<file path="src/shared/temp_sensor_pkg.sv">
package temp_sensor_pkg;

    // Register pointer values
    localparam logic [1:0] PTR_TEMPERATURE = 2'h0;
    localparam logic [1:0] PTR_CONFIG      = 2'h1;
    localparam logic [1:0] PTR_RELEASE     = 2'h2;
    localparam logic [1:0] PTR_ALARM       = 2'h3;

    // Configuration field positions
    localparam int CFG_SHUTDOWN    = 0;
    localparam int CFG_INT_MODE    = 1;
    localparam int CFG_POLARITY    = 2;
    localparam int CFG_QUEUE_LO    = 3;
    localparam int CFG_QUEUE_HI    = 4;
    localparam int CFG_EXT_FORMAT  = 5;
    localparam int CFG_TIMEOUT_OFF = 6;
    localparam int CFG_ONE_SHOT    = 7;

    // Power-on register values
    localparam logic [7:0]  CONFIG_RESET      = 8'h00;
    localparam logic [15:0] TEMPERATURE_RESET = 16'h0000;
    localparam logic [15:0] RELEASE_RESET     = 16'h4B00;
    localparam logic [15:0] ALARM_RESET       = 16'h5000;

    // Extended format offset, 64 degrees at 1/256 degree per bit
    localparam logic [15:0] EXT_OFFSET = 16'h4000;

    // Fault queue lengths per code
    localparam logic [2:0] FAULTS_1 = 3'h1;
    localparam logic [2:0] FAULTS_2 = 3'h2;
    localparam logic [2:0] FAULTS_4 = 3'h4;
    localparam logic [2:0] FAULTS_6 = 3'h6;

    // Serial bus framing
    localparam logic [3:0] BYTE_BITS          = 4'h8;
    localparam logic [6:0] SLAVE_ADDR_DEFAULT = 7'h48;

    // Timing
    localparam int CLK_HZ              = 20_000_000;
    localparam int TIMEOUT_MS          = 50;
    localparam int TIMEOUT_CYCLES      = CLK_HZ / 1000 * TIMEOUT_MS;
    localparam int CONV_CYCLES_DEFAULT = 2000;

    typedef enum logic [3:0] {
        I2C_IDLE      = 4'h0,
        I2C_ADDR      = 4'h1,
        I2C_ACK_ADDR  = 4'h2,
        I2C_PTR       = 4'h3,
        I2C_ACK_PTR   = 4'h4,
        I2C_WDATA     = 4'h5,
        I2C_ACK_WDATA = 4'h6,
        I2C_RDATA     = 4'h7,
        I2C_MACK      = 4'h8
    } i2c_state_t;

endpackage

</file>
<file path="src/rtl/temp_sensor_config_alarm.sv">
`timescale 1ns/1ps
module temp_sensor_config_alarm #(
    parameter logic [6:0] SLAVE_ADDR     = temp_sensor_pkg::SLAVE_ADDR_DEFAULT,
    parameter int         TIMEOUT_CYCLES = temp_sensor_pkg::TIMEOUT_CYCLES,
    parameter int         CONV_CYCLES    = temp_sensor_pkg::CONV_CYCLES_DEFAULT
) (
    input  wire logic        ref_clk,
    input  wire logic        reset_n,
    input  wire logic        scl_in,
    input  wire logic        sda_in,
    input  wire logic [15:0] sample_code,
    output logic             sda_out,
    output logic             sda_oe,
    output logic             alarm_output,
    output logic             alarm_output_out,
    output logic             alarm_output_oe,
    output logic             conversion_active
);
    import temp_sensor_pkg::*;

    localparam int TMO_W  = $clog2(TIMEOUT_CYCLES + 1);
    localparam int CONV_W = $clog2(CONV_CYCLES + 1);

    // Registers
    logic [7:0]  config_reg;
    logic [15:0] measured_temperature;
    logic [15:0] release_limit_temperature;
    logic [15:0] alarm_limit_temperature;

    // Pin sampling
    logic [1:0] pins_s;
    logic       scl_s;
    logic       sda_s;
    logic       scl_d;
    logic       sda_d;
    logic       start_cond;
    logic       stop_cond;
    logic       scl_rise;
    logic       scl_fall;

    // Serial slave
    i2c_state_t  state;
    logic [3:0]  bit_cnt;
    logic [7:0]  shreg;
    logic        rw;
    logic        master_nack;
    logic [1:0]  pointer;
    logic        byte_sel;
    logic        wr_strobe;
    logic [7:0]  wr_data;
    logic [1:0]  wr_ptr;
    logic        wr_sel;
    logic        rd_strobe;
    logic [15:0] read_word;
    logic [7:0]  read_byte;
    logic [TMO_W-1:0] tmo_cnt;
    logic        bus_timeout;

    // Conversion and alarm
    logic              conv_busy;
    logic [CONV_W-1:0] conv_cnt;
    logic              conv_format;
    logic              oneshot_conv;
    logic              conv_finish;
    logic              conv_done;
    logic              want_conv;
    logic [15:0]       next_temperature;
    logic              dir_high;
    logic              look_high;
    logic              fault;
    logic              trip;
    logic              cfg_write;
    logic              shutdown_entry;

    // Pointer and byte position after one data byte
    function automatic logic [2:0] advance(input logic [1:0] ptr, input logic sel);
        if (!sel) begin
            advance = {ptr, 1'b1};
        end else if (ptr == PTR_ALARM) begin
            advance = {ptr, 1'b0};
        end else begin
            advance = {ptr + 2'h1, 1'b0};
        end
    endfunction

    pin_sync #(
        .WIDTH (2)
    ) u_pin_sync (
        .ref_clk  (ref_clk),
        .reset_n  (reset_n),
        .async_in ({scl_in, sda_in}),
        .sync_out (pins_s)
    );

    assign scl_s = pins_s[1];
    assign sda_s = pins_s[0];

    // Previous levels for edge and condition detection
    always_ff @(posedge ref_clk) begin
        if (!reset_n) begin
            scl_d <= 1'b1;
            sda_d <= 1'b1;
        end else begin
            scl_d <= scl_s;
            sda_d <= sda_s;
        end
    end

    // Bus events
    assign start_cond = scl_s & scl_d & sda_d & ~sda_s;
    assign stop_cond  = scl_s & scl_d & ~sda_d & sda_s;
    assign scl_rise   = scl_s & ~scl_d;
    assign scl_fall   = ~scl_s & scl_d;

    // Stuck data line watchdog
    always_ff @(posedge ref_clk) begin
        if (!reset_n) begin
            tmo_cnt     <= '0;
            bus_timeout <= 1'b0;
        end else begin
            bus_timeout <= 1'b0;
            if (sda_s || config_reg[CFG_TIMEOUT_OFF]) begin
                tmo_cnt <= '0;
            end else if (tmo_cnt == TMO_W'(TIMEOUT_CYCLES)) begin
                bus_timeout <= 1'b1;
                tmo_cnt     <= '0;
            end else begin
                tmo_cnt <= tmo_cnt + 1'b1;
            end
        end
    end

    // Read data selection
    always_comb begin
        unique case (pointer)
            PTR_TEMPERATURE: read_word = measured_temperature;
            PTR_CONFIG:      read_word = {config_reg, config_reg};
            PTR_RELEASE:     read_word = release_limit_temperature;
            PTR_ALARM:       read_word = alarm_limit_temperature;
        endcase
    end

    assign read_byte = byte_sel ? read_word[7:0] : read_word[15:8];

    // Serial slave, independent of shutdown
    always_ff @(posedge ref_clk) begin
        if (!reset_n) begin
            state       <= I2C_IDLE;
            bit_cnt     <= 4'h0;
            shreg       <= 8'h00;
            rw          <= 1'b0;
            master_nack <= 1'b0;
            pointer     <= PTR_TEMPERATURE;
            byte_sel    <= 1'b0;
            sda_oe      <= 1'b0;
            wr_strobe   <= 1'b0;
            wr_data     <= 8'h00;
            wr_ptr      <= PTR_TEMPERATURE;
            wr_sel      <= 1'b0;
            rd_strobe   <= 1'b0;
        end else begin
            wr_strobe <= 1'b0;
            rd_strobe <= 1'b0;
            if (bus_timeout) begin
                state  <= I2C_IDLE;
                sda_oe <= 1'b0;
            end else if (start_cond) begin
                state   <= I2C_ADDR;
                bit_cnt <= 4'h0;
                sda_oe  <= 1'b0;
            end else if (stop_cond) begin
                state  <= I2C_IDLE;
                sda_oe <= 1'b0;
            end else if (scl_rise) begin
                if ((state == I2C_ADDR || state == I2C_PTR || state == I2C_WDATA)
                    && bit_cnt != BYTE_BITS) begin
                    shreg   <= {shreg[6:0], sda_s};
                    bit_cnt <= bit_cnt + 4'h1;
                end else if (state == I2C_MACK) begin
                    master_nack <= sda_s;
                end
            end else if (scl_fall) begin
                unique case (state)
                    I2C_IDLE: begin
                    end
                    I2C_ADDR: if (bit_cnt == BYTE_BITS) begin
                        bit_cnt <= 4'h0;
                        if (shreg[7:1] == SLAVE_ADDR) begin
                            rw     <= shreg[0];
                            sda_oe <= 1'b1;
                            state  <= I2C_ACK_ADDR;
                        end else begin
                            state <= I2C_IDLE;
                        end
                    end
                    I2C_ACK_ADDR: if (rw) begin
                        shreg     <= read_byte;
                        sda_oe    <= ~read_byte[7];
                        bit_cnt   <= 4'h1;
                        rd_strobe <= 1'b1;
                        state     <= I2C_RDATA;
                    end else begin
                        sda_oe <= 1'b0;
                        state  <= I2C_PTR;
                    end
                    I2C_PTR: if (bit_cnt == BYTE_BITS) begin
                        pointer  <= shreg[1:0];
                        byte_sel <= 1'b0;
                        sda_oe   <= 1'b1;
                        bit_cnt  <= 4'h0;
                        state    <= I2C_ACK_PTR;
                    end
                    I2C_ACK_PTR: begin
                        sda_oe <= 1'b0;
                        state  <= I2C_WDATA;
                    end
                    I2C_WDATA: if (bit_cnt == BYTE_BITS) begin
                        wr_strobe           <= 1'b1;
                        wr_data             <= shreg;
                        wr_ptr              <= pointer;
                        wr_sel              <= byte_sel;
                        {pointer, byte_sel} <= advance(pointer, byte_sel);
                        sda_oe              <= 1'b1;
                        bit_cnt             <= 4'h0;
                        state               <= I2C_ACK_WDATA;
                    end
                    I2C_ACK_WDATA: begin
                        sda_oe <= 1'b0;
                        state  <= I2C_WDATA;
                    end
                    I2C_RDATA: if (bit_cnt == BYTE_BITS) begin
                        sda_oe              <= 1'b0;
                        {pointer, byte_sel} <= advance(pointer, byte_sel);
                        state               <= I2C_MACK;
                    end else begin
                        sda_oe  <= ~shreg[6];
                        shreg   <= {shreg[6:0], 1'b0};
                        bit_cnt <= bit_cnt + 4'h1;
                    end
                    I2C_MACK: if (master_nack) begin
                        state <= I2C_IDLE;
                    end else begin
                        shreg     <= read_byte;
                        sda_oe    <= ~read_byte[7];
                        bit_cnt   <= 4'h1;
                        rd_strobe <= 1'b1;
                        state     <= I2C_RDATA;
                    end
                    default: begin
                        state  <= I2C_IDLE;
                        sda_oe <= 1'b0;
                    end
                endcase
            end
        end
    end

    // Register write decode
    assign cfg_write      = wr_strobe && (wr_ptr == PTR_CONFIG);
    assign shutdown_entry = cfg_write && wr_data[CFG_SHUTDOWN] && !config_reg[CFG_SHUTDOWN];

    // Configuration and limit registers
    always_ff @(posedge ref_clk) begin
        if (!reset_n) begin
            config_reg                <= CONFIG_RESET;
            release_limit_temperature <= RELEASE_RESET;
            alarm_limit_temperature   <= ALARM_RESET;
        end else begin
            if (cfg_write) begin
                config_reg[CFG_TIMEOUT_OFF:0] <= wr_data[CFG_TIMEOUT_OFF:0];
                config_reg[CFG_ONE_SHOT] <= (wr_data[CFG_ONE_SHOT]
                                             && config_reg[CFG_SHUTDOWN]
                                             && wr_data[CFG_SHUTDOWN])
                                            || (config_reg[CFG_ONE_SHOT]
                                                && !(conv_finish && oneshot_conv));
            end else if (conv_finish && oneshot_conv) begin
                config_reg[CFG_ONE_SHOT] <= 1'b0;
            end
            if (wr_strobe && wr_ptr == PTR_RELEASE) begin
                if (wr_sel) begin
                    release_limit_temperature[7:0] <= wr_data;
                end else begin
                    release_limit_temperature[15:8] <= wr_data;
                end
            end
            if (wr_strobe && wr_ptr == PTR_ALARM) begin
                if (wr_sel) begin
                    alarm_limit_temperature[7:0] <= wr_data;
                end else begin
                    alarm_limit_temperature[15:8] <= wr_data;
                end
            end
        end
    end

    // Conversion scheduling
    assign want_conv   = !config_reg[CFG_SHUTDOWN] || config_reg[CFG_ONE_SHOT];
    assign conv_finish = conv_busy && (conv_cnt == CONV_W'(CONV_CYCLES - 1));
    assign next_temperature = conv_format ? sample_code - EXT_OFFSET : sample_code;

    // Conversion timer and result capture
    always_ff @(posedge ref_clk) begin
        if (!reset_n) begin
            conv_busy            <= 1'b0;
            conv_cnt             <= '0;
            conv_format          <= 1'b0;
            oneshot_conv         <= 1'b0;
            conv_done            <= 1'b0;
            measured_temperature <= TEMPERATURE_RESET;
        end else begin
            conv_done <= 1'b0;
            if (conv_finish) begin
                conv_busy            <= 1'b0;
                conv_done            <= 1'b1;
                measured_temperature <= next_temperature;
            end else if (conv_busy) begin
                conv_cnt <= conv_cnt + 1'b1;
            end else if (want_conv) begin
                conv_busy    <= 1'b1;
                conv_cnt     <= '0;
                conv_format  <= config_reg[CFG_EXT_FORMAT];
                oneshot_conv <= config_reg[CFG_SHUTDOWN];
            end
        end
    end

    // Fault direction and limit compare
    assign look_high = config_reg[CFG_INT_MODE] ? dir_high : !alarm_output;
    assign fault = look_high
        ? ($signed(measured_temperature) > $signed(alarm_limit_temperature))
        : ($signed(measured_temperature) < $signed(release_limit_temperature));

    fault_queue u_fault_queue (
        .ref_clk    (ref_clk),
        .reset_n    (reset_n),
        .evaluate   (conv_done),
        .fault      (fault),
        .queue_code (config_reg[CFG_QUEUE_HI:CFG_QUEUE_LO]),
        .trip       (trip)
    );

    // Alarm state, trip wins over a clear in the same cycle
    always_ff @(posedge ref_clk) begin
        if (!reset_n) begin
            alarm_output <= 1'b0;
            dir_high     <= 1'b1;
        end else if (trip) begin
            if (config_reg[CFG_INT_MODE]) begin
                alarm_output <= 1'b1;
                dir_high     <= !dir_high;
            end else begin
                alarm_output <= look_high;
            end
        end else if (config_reg[CFG_INT_MODE] && (rd_strobe || shutdown_entry)) begin
            alarm_output <= 1'b0;
            if (shutdown_entry) begin
                dir_high <= 1'b1;
            end
        end
    end

    // Open-drain pin drives and the conversion_active output
    always_ff @(posedge ref_clk) begin
        if (!reset_n) begin
            alarm_output_oe   <= 1'b0;
            alarm_output_out  <= 1'b0;
            sda_out           <= 1'b0;
            conversion_active <= 1'b0;
        end else begin
            alarm_output_oe   <= alarm_output ^ config_reg[CFG_POLARITY];
            alarm_output_out  <= 1'b0;
            sda_out           <= 1'b0;
            conversion_active <= conv_busy;
        end
    end
endmodule

</file>
<file path="src/rtl/pin_sync.sv">
`timescale 1ns/1ps
module pin_sync #(
    parameter int WIDTH = 2
) (
    input  wire logic             ref_clk,
    input  wire logic             reset_n,
    input  wire logic [WIDTH-1:0] async_in,
    output logic      [WIDTH-1:0] sync_out
);
    logic [WIDTH-1:0] meta;

    // Two-stage synchroniser, idle bus level is high
    always_ff @(posedge ref_clk) begin
        if (!reset_n) begin
            meta     <= '1;
            sync_out <= '1;
        end else begin
            meta     <= async_in;
            sync_out <= meta;
        end
    end
endmodule

</file>
<file path="src/rtl/fault_queue.sv">
`timescale 1ns/1ps
module fault_queue (
    input  wire logic       ref_clk,
    input  wire logic       reset_n,
    input  wire logic       evaluate,
    input  wire logic       fault,
    input  wire logic [1:0] queue_code,
    output logic            trip
);
    import temp_sensor_pkg::*;

    logic [2:0] run;
    logic [2:0] next_run;

    // Number of consecutive faults that trips the alarm
    function automatic logic [2:0] faults_needed(input logic [1:0] code);
        unique case (code)
            2'b00: faults_needed = FAULTS_1;
            2'b01: faults_needed = FAULTS_2;
            2'b10: faults_needed = FAULTS_4;
            2'b11: faults_needed = FAULTS_6;
        endcase
    endfunction

    // Trip on the conversion that completes the run
    assign next_run = run + 3'h1;
    assign trip     = evaluate & fault & (next_run >= faults_needed(queue_code));

    // Run length, restarted by a good result or a trip
    always_ff @(posedge ref_clk) begin
        if (!reset_n) begin
            run <= 3'h0;
        end else if (trip) begin
            run <= 3'h0;
        end else if (evaluate) begin
            run <= fault ? next_run : 3'h0;
        end
    end
endmodule

</file>
<file path="config.mk">
export PLATFORM = sky130hd
export DESIGN_NAME = temp_sensor_config_alarm
export DESIGN_NICKNAME = d
export VERILOG_FILES = /design/src/shared/temp_sensor_pkg.sv /design/src/rtl/temp_sensor_config_alarm.sv /design/src/rtl/pin_sync.sv /design/src/rtl/fault_queue.sv
export SDC_FILE = /design/constraint.sdc
export NUM_CORES = 1
export LEC_CHECK = 0
export ABC_AREA = 1
export BUFFER_PORTS_ARGS = -buffer_cell sky130_fd_sc_hd__clkbuf_2
export CAP_MARGIN = 20
export CORE_ASPECT_RATIO = 1.2
export CORE_MARGIN = 2
export CORE_UTILIZATION = 50
export CTS_CLUSTER_SIZE = 14
export DETAILED_ROUTE_END_ITERATION = 16
export PLACE_DENSITY = 0.67
export SYNTH_ARGS = -nofsm -noshare
export SYNTH_HDL_FRONTEND = slang
export SYNTH_SLANG_ARGS = --single-unit
export TNS_END_PERCENT = 10
</file>
<file path="constraint.sdc">
create_clock -name ref_clk -period 2.15 [get_ports ref_clk]
set_input_delay 0.43 -clock ref_clk [delete_from_list [all_inputs] [get_ports ref_clk]]
set_output_delay 0.43 -clock ref_clk [all_outputs]
set_load 0.03 [all_outputs]
</file>
======== After elaboration in Yosys (flattened, before gate mapping) ========
Index checks and enable logic that the tools add are counted.
Widths: inputs -> output; s select.
word-level totals
  register bits after elaboration ......... 140
  logic and storage cells ................. 257
operators by class
  $add $sub $neg .......................... 6
  magnitude comparators ................... 3
  equal/unequal tests ..................... 49
  multiplexer cells ....................... 70
  bitwise logic cells ..................... 28
  reduce and logical (&&, ||, !) cells .... 64
operators by type and width
  operator                count
  $pmux 16 s4             1
  $mux 8                  7
  $mux 4                  13
  $pmux 4 s8              1
  $mux 1                  30
  $reduce_and 7->1        4
  $pmux 8 s3              1
  $mux 11                 2
  $add 20x1->20 const B   1
  $eq 20x20->1 const B    1
  $ne 4x4->1 const B      5
  $not 1->1               18
  $reduce_and 9->1        2
  $eq 4x3->1 const B      4
  $gt 16x16->1            1
  $lt 16x16->1            1
  $mux 16                 1
  $ne 2x1->1 const B      8
  $pmux 4 s4              1
  $reduce_and 8->1        2
  $sub 16x15->16 const B  1
  $mux 3                  5
  $ne 3x3->1 const B      5
  $reduce_or 2->1         7
  40 further kinds        98

======== Depth between registers and ports, before layout ========
Gate-level depths: netlist (run 1).
  depth after elaboration ................. 8
  depth in mapped cells ................... 16

======== Modules after synthesis ========
A second synthesis (run 1) with hierarchy kept.
unflattened totals
  cell total of the unflattened synthesis .. 1066
  area, all modules ....................... 7454.6 sq um
by module, submodules not included
  module                    instances  cells each  area each (sq um)  seq. area each (sq um)
  temp_sensor_config_alarm  1          1017        7108.1             2662.6
  fault_queue               1          37          236.5              60.1
  pin_sync                  1          12          110.1              80.1

======== Least setup slack after synthesis (run 1) ========
No wires, ideal clock.
  kind .................................... reg2reg
  start ................................... register alarm_limit_temperature[15]
  end ..................................... register u_fault_queue.run[1]
  setup time .............................. 0.116 ns
  data arrival time ....................... 1.715 ns
  data required time ...................... 2.034 ns
  setup slack ............................. 0.319 ns
  stages on the path, launching flop included .. 14
  clock period less this slack ............ 1.831 ns
  path through ............................ dfxtp_1 inv_1 ha_1 nand2_1 nor2_1 nand2_1 nor2_1 nand2_1 nand4_1 nand3_1 a21oi_1 nand3_1 nand2_1 a21oi_1
on the way
  word-level cells in the longest chain between the ends .. 5
RTL lines
  what                       line                             text
  start, declared            temp_sensor_config_alarm.sv:28   logic [15:0] alarm_limit_temperature;
  start signal, assigned     temp_sensor_config_alarm.sv:290  alarm_limit_temperature[15:8] <= wr_data;
  $gt 16x16->1 *             temp_sensor_config_alarm.sv:330  ? ($signed(measured_temperature) > $signed(alarm_limit_temperature))
  $mux 1 *                   temp_sensor_config_alarm.sv:330
  $and 1x1->1 (2 in series)  fault_queue.sv:27                assign trip = evaluate & fault & (next_run >= faults_needed(queue_code));
  $reduce_or 2->1 (no line)  --
  end signal, assigned       fault_queue.sv:36                run <= fault ? next_run : 3'h0;
  end, declared              fault_queue.sv:12                logic [2:0] run;
Mark *: on every way between the ends. The rest lies on a longest branch, timed or not.
A chain may end at the register's enable or synchronous reset.

======== Final worst setup path (run 1) ========
  start ................................... register alarm_limit_temperature[15]
  end ..................................... register alarm_output
on the way
  word-level cells in the longest chain between the ends .. 5
RTL lines
  what                                                line                             text
  $gt 16x16->1 *                                      temp_sensor_config_alarm.sv:330
  $mux 1 *                                            temp_sensor_config_alarm.sv:330
  $and 1x1->1 * (2 in series)                         fault_queue.sv:27
  $mux 1 / $reduce_bool 2->1 (equally long branches)  --
  end signal, assigned                                temp_sensor_config_alarm.sv:352  alarm_output <= look_high;
  end, declared                                       temp_sensor_config_alarm.sv:14   output logic alarm_output,
Marked as above.

==> metrics.cfg, run 1 <==
[setup_path]
r2r_start = alarm_limit_temperature[15]
critPathLaunch = alarm_limit_temperature[15]
worstRegToRegCells = 14
crit_arrival_ns = 2.38
end_kind = flip-flop
crit_type = reg2reg
cp_max_fo = 4
worstPathRequired_ns = 2.52
startpoint_type = flip-flop

[synth]
ys_ff_latch = 140
synth_top_area_share = 0.386
synth.distinct_cells = 44
seq_area_frac_synth = 0.386
yosys_warnings = 0
synthCells = 1021
syn_avg_cell_area_sq_um = 7.10
synth_area_sq_um = 7250
synthTopCellsByArea = dfxtp_1 39%, nand2_1 10%, ha_1 8.1%
synth_top_cell_by_area = dfxtp_1

[routing]
ant_nets = 0
wire_per_inst_um = 14.8
route.vias.total = 6677
drc = 0
drtIter0Drc = 409
drtPass1Iterations = 5
via_per_inst = 5.34
wirelength_um = 18500

[power_and_ir_drop]
finalPower_mw = 5.84
peakVddDrop_v = 0.000494
powerDensity_nw_per_um2 = 696
leakage_nw = 3.57

[global_route]
grt_max_degree = 75
first_global_vias = 6193
grt_antenna_before_repair = 0
grt_pass1_wl_um = 30300
grt_util_all_layers = 0.248
grt_overflow = 0

[floorplan]
pin_count = 26
die_y_um = 136
core_sq_um = 14300
dieWidth_um = 114
start_util = 0.507
row_count = 48
die-area_sq_um = 15500

[layout]
area_growth_pct = 15.7
final_nets = 1130
stdcell_count = 1251
largest_register = tmo_cnt
largest_reg_flops = 20
antenna_cells = 0
post-route-util = 0.587
layout-drive-gt1-share = 0.117

[timing]
drv_slew = 0
fin_tns_setup_ns = 0
fin_crit_ns = 2.01
min_period_over_period = 0.937
fmax_mhz = 496
hold_violations = 0
clock_skew_ns = 0.00741
setup_viol = 0
rsz0062_at_grt = true
maxSlewHeadroom = 0.516
worst_pin_slew_ns = 0.726

[clock_network]
clk_pin_slew_ns = 0.06
clkSinkCount = 140
cts_buffers = 17
clk_path_buf_depth = 2
cts_root_buf = clkbuf_16
cts_tree = built
clk_latency_ns = 0.43
cts_max_level = 4

[status]
outcome = completed

[hold_path]
hp-class = in2reg
min_from = sda_in
hold-path-cell-count = 2

[placement]
gp_congestion = 0.908
hpwl_um = 13500
portBuffers = 23
dp.cells = 1218

[run]
max-cap-violations = 0

report_power, final:
part,leakage (nW),switching [mW],internal [mW]
Sequential,1.13,0.0171,2.62
Clock,0.293,1.12,1.88
Combinational,2.15,0.135,0.0699
Total,3.57,1.28,4.56
cell type report:
class | count | area, sq um
fill | 1379 | 5900
multi-input combinational | 704 | 3860
sequential | 140 | 2810
inverter | 150 | 567
clock buffer | 21 | 460
timing repair buffer | 50 | 334
tap | 175 | 219
clock inverter | 11 | 143
metal layers:
layer / vias to the layer above / global-route usage / routed length [um]
met5: - / 0 / 0
met1: 3005 / 0.296 / 8020
met4: 0 / 0.118 / 656
met3: 43 / 0.0424 / 797
met2: 156 / 0.431 / 9020
li1: 3473 / - / -
kinds of logic (layout without fill, tap and decap cells):
family | after synthesis | after routing | share of synthesized area
adders and majority gates | 47 | 47 | 0.0811
other | 1 | 2 | 0.000517
AOI/OAI and AO/OA | 247 | 247 | 0.190
DFF | 140 | 140 | 0.386
and+or+nand+nor | 401 | 401 | 0.238
buffers and inverters | 178 | 232 | 0.0949
xor gates and xnor gates | 7 | 7 | 0.00845
worst max-delay path, cell delays in order, from the launching register on:
cell and delay [ns]:
dfxtp_1 0.31, inv_1 0.08, ha_4 0.29, nand2_1 0.08, nor2_2 0.13, nand2_1 0.08, nor2_2 0.13, nand2_1 0.08
nand4_1 0.10, nand3_2 0.10, a21oi_2 0.19, nand3_2 0.12, nand2_1 0.09, nand2_1 0.06, nor2_1 0.10
repair_timing:
item	in CTS	in global routing
gates cloned	0	0
hold buffers	0	0
setup endpoints to repair	1	16
pin swaps	0	5
gates resized for setup	1	23
buffers inserted	0	1
through the flow:
stage          area (sq um)  hold slack [ns]  setup WS (ns)
5_1_grt                8400            0.185         -0.121
6_report               8400            0.184          0.136
4_1_cts                8290            0.177         0.0334
2_1_floorplan          7260            0.393          0.319
3_5_place_dp           7680            0.403         0.0322
3_3_place_gp           7680            0.394          0.117
worst paths after layout:
path | endpoint | slack (ns)
min reg2reg | u_pin_sync.sync_out[0] | 0.41
min | u_pin_sync.meta[0] | 0.18
max | alarm_output | 0.14
max reg2reg | alarm_output | 0.14
Yosys cell counts, drive strengths merged:
cell type,n
nor4,6
o21a,2
a31oi,6
o211ai,14
ha,47
o211a,1
o22ai,15
a21oi,97
o21ai,97
xor2,4
xnor2,3
dfxtp,140
nand3,44
inv,148
a41oi,1
nor2,98
a311oi,1
nor3b,5
o21bai,1
a211oi,11
nand4,16
clkinv,2
clkbuf,19
conb,1
and2,1
nand2,198
or2,6
buf,9
nor3,27
a22oi,1
cell usage in the layout (no fill, tap or decap), types with 3 or more instances in the layout:
cell        synthesis  routed
inv_2               3       3
xnor2_1             3       3
dfxtp_2             0       4
nor4_1              5       5
bufinv_16           0       3
nand3_2             2       5
nor2_1             93      88
nand2_2             2       3
dfxtp_1           140     136
ha_1               47      45
clkinv_2            0       4
nor3_1             26      24
or2_2               6       6
nor2_2              4       9
a211oi_1            8       8
clkbuf_16           0      17
nor3_2              1       3
a21oi_1            97      95
o211ai_1           14      14
clkinvlp_4          0       3
buf_4               2      25
nor3b_1             5       5
nand2_1           196     195
a31oi_1             6       6
clkbuf_2            0      23
o21ai_0            95      94
o22ai_1            15      14
nand4_1            16      16
nand3_1            42      39
inv_1             145     144
xor2_1              4       4
No activity file was read; power rests on OpenSTA's default activity.
==> run 2: changes to the inputs <==
- PLACE_DENSITY: 0.67 -> unset
- PLACE_DENSITY_LB_ADDON: unset -> 0.05
==> metrics.cfg, run 2 (synthesis results as in run 1) <==
[global_route]
grt_max_degree = 74  ; was 75
first_global_vias = 6060  ; was 6193
grt_overflow = 0  ; unchanged
grt_util_all_layers = 0.253  ; was 0.248
grt_antenna_before_repair = 0  ; unchanged
grt_pass1_wl_um = 30400  ; was 30300 um

[placement]
portBuffers = 23  ; unchanged
hpwl_um = 14100  ; was 13500 um
place_area_sq_um = 7720  ; was 7680 sq um
dp.cells = 1220  ; was 1218
gp_congestion = 0.944  ; was 0.908

[routing]
route.vias.total = 6621  ; was 6677
drtIter0Drc = 439  ; was 409
drc = 0  ; unchanged
via_per_inst = 5.29  ; was 5.34
ant_nets = 0  ; unchanged
wirelength_um = 18900  ; was 18500 um
wire_per_inst_um = 15.1  ; was 14.8 um
drtPass1Iterations = 5  ; unchanged

[clock_network]
cts_root_buf = clkbuf_16  ; unchanged
cts_max_level = 4  ; unchanged
clk_latency_ns = 0.42  ; was 0.43 ns
clk_path_buf_depth = 2  ; unchanged
clkSinkCount = 140  ; unchanged
clk_pin_slew_ns = 0.06  ; about the same
cts_tree = built  ; unchanged
cts_buffers = 17  ; unchanged

[setup_path]
startpoint_type = flip-flop  ; unchanged
end_kind = flip-flop  ; unchanged
critPathLaunch = alarm_limit_temperature[15]  ; unchanged
cp_slowest_cell = ha_1  ; was dfxtp_1
worstPathCellList = inv_1 -> ha_1 -> nand2_1 -> nor2_2 -> nand2_1 -> nor2_1 -> nand2_1 -> nand4_1 -> nand3_1 -> a21oi_2 -> nand3_2 -> nand2_1 -> a21oi_1  ; was inv_1 -> ha_4 -> nand2_1 -> nor2_2 -> nand2_1 -> nor2_2 -> nand2_1 -> nand4_1 -> nand3_2 -> a21oi_2 -> nand3_2 -> nand2_1 -> nand2_1 -> nor2_1
critical_path.most_common_cell = nand2_1  ; unchanged
cp.buffers_inverters = 1  ; unchanged
crit_arrival_ns = 2.33  ; was 2.38 ns
cp_max_fo = 4  ; unchanged
max_stage_delay_ns = 0.33  ; was 0.31 ns
r2r_start = alarm_limit_temperature[15]  ; unchanged
worstPathRequired_ns = 2.46  ; was 2.52 ns
crit_type = reg2reg  ; unchanged
worst_path_dominant_cell_family = simple AND/OR/NAND/NOR gates  ; unchanged

[floorplan]
start_util = 0.507  ; unchanged
dieWidth_um = 114  ; unchanged
core_sq_um = 14300  ; unchanged
pin_count = 26  ; unchanged
die-area_sq_um = 15500  ; unchanged
row_count = 48  ; unchanged
die_y_um = 136  ; unchanged

[layout]
finalInstanceArea_sq_um = 8390  ; was 8400 sq um
final_cell_mix = 196 x nand2_1, 144 x inv_1, 140 x dfxtp_1  ; was 195 x nand2_1, 144 x inv_1, 136 x dfxtp_1
area_growth_pct = 15.6  ; was 15.7%
final_nets = 1131  ; was 1130
final_common_cell = nand2_1  ; unchanged
antenna_cells = 0  ; unchanged
n_fill_cell = 1397  ; was 1379
layout-drive-gt1-share = 0.109  ; was 0.117
largest_reg_flops = 20  ; unchanged
largest_register = tmo_cnt  ; unchanged
stdcell_count = 1252  ; was 1251

[hold_path]
min_from = sample_code[12]  ; was sda_in
hp-class = in2reg  ; unchanged

[timing]
clock_skew_ns = 0.00933  ; was 0.00741 ns
setup_viol = 0  ; unchanged
min_period_over_period = 0.942  ; was 0.937
maxSlewHeadroom = 0.528  ; was 0.516
drv_slew = 0  ; unchanged
hold_violations = 0  ; unchanged
worst_pin_slew_ns = 0.707  ; was 0.726 ns
rsz0062_at_grt = true  ; unchanged
fin_crit_ns = 2.03  ; was 2.01 ns
fmax_mhz = 494  ; was 496 MHz

[run]
max-cap-violations = 0  ; unchanged

[power_and_ir_drop]
leakage_nw = 3.58  ; was 3.57 nW
powerDensity_nw_per_um2 = 707  ; was 696 nW/um^2
finalPower_mw = 5.92  ; was 5.84 mW
peakVddDrop_v = 0.000437  ; was 0.000494 V

[status]
outcome = completed  ; unchanged

[run 2: cell count changes in the layout (fill, tap and decap cells not counted), moves of 3 or more]
cell | before | now
dfxtp_2 | 4 | 0
nor2_2 | 9 | 6
nor2_1 | 88 | 91
dfxtp_1 | 136 | 140
[run 2: worst paths after layout]
kind	endpoint	slack, ns	cells past startpoint
min	measured_temperature[12]	0.20	3
max reg2reg	u_fault_queue.run[0]	0.12	13
min reg2reg	u_pin_sync.sync_out[1]	0.41	1
max	u_fault_queue.run[0]	0.12	13
[run 2: final cells by class]
type                            instances  area (sq um)  area share
Inverter                              150           563      0.0671
Clock buffer                           17           425      0.0507
Multi-Input combinational cell        704          3820       0.455
Sequential cell                       140          2800       0.334
Timing Repair Buffer                   51           363      0.0433
Tap cell                              175           219      0.0261
Clock inverter                         15           196      0.0234
[run 2: stage by stage]
stage | util | TNS, ns | worst slack [ns] | hold slack, ns
global placement | 0.540 | 0 | 0.125 | 0.399
global route | 0.587 | -0.198 | -0.0477 | 0.194
detailed placement | 0.540 | 0 | 0.0459 | 0.400
floorplan | - | 0 | 0.319 | 0.393
CTS | 0.584 | 0 | 0.0361 | 0.188
finish | 0.587 | 0 | 0.124 | 0.198
[run 2: where the power goes]
group	total [mW]	internal (mW)	switching, mW	leakage, nW
logic	0.208	0.0717	0.136	2.15
clock network	3.08	1.94	1.15	0.307
registers	2.63	2.61	0.0177	1.13
[run 2: per-layer routing]
| metal | global-route usage | part of all wire | vias up | wire length [um] |
|---|---|---|---|---|
| met1 | 0.310 | 0.44 | 2965 | 8390 |
| met5 | 0 | 0 | - | 0 |
| met2 | 0.436 | 0.49 | 141 | 9330 |
| li1 | - | - | 3479 | - |
| met4 | 0.0996 | 0.028 | 0 | 538 |
| met3 | 0.0499 | 0.036 | 36 | 683 |
[run 2: what timing repair did]
action | CTS | global route
endpoints found under the setup margin | 0 | 18
setup buffers | 0 | 0
hold endpoints to repair | 0 | 0
hold buffers | 0 | 0
gates resized for setup | 0 | 11
[run 2: tightest hold or removal path, cell delays in order]
cell,delay (ns)
clkbuf_2,0.08
nand2_1,0.04
nand2_1,0.04
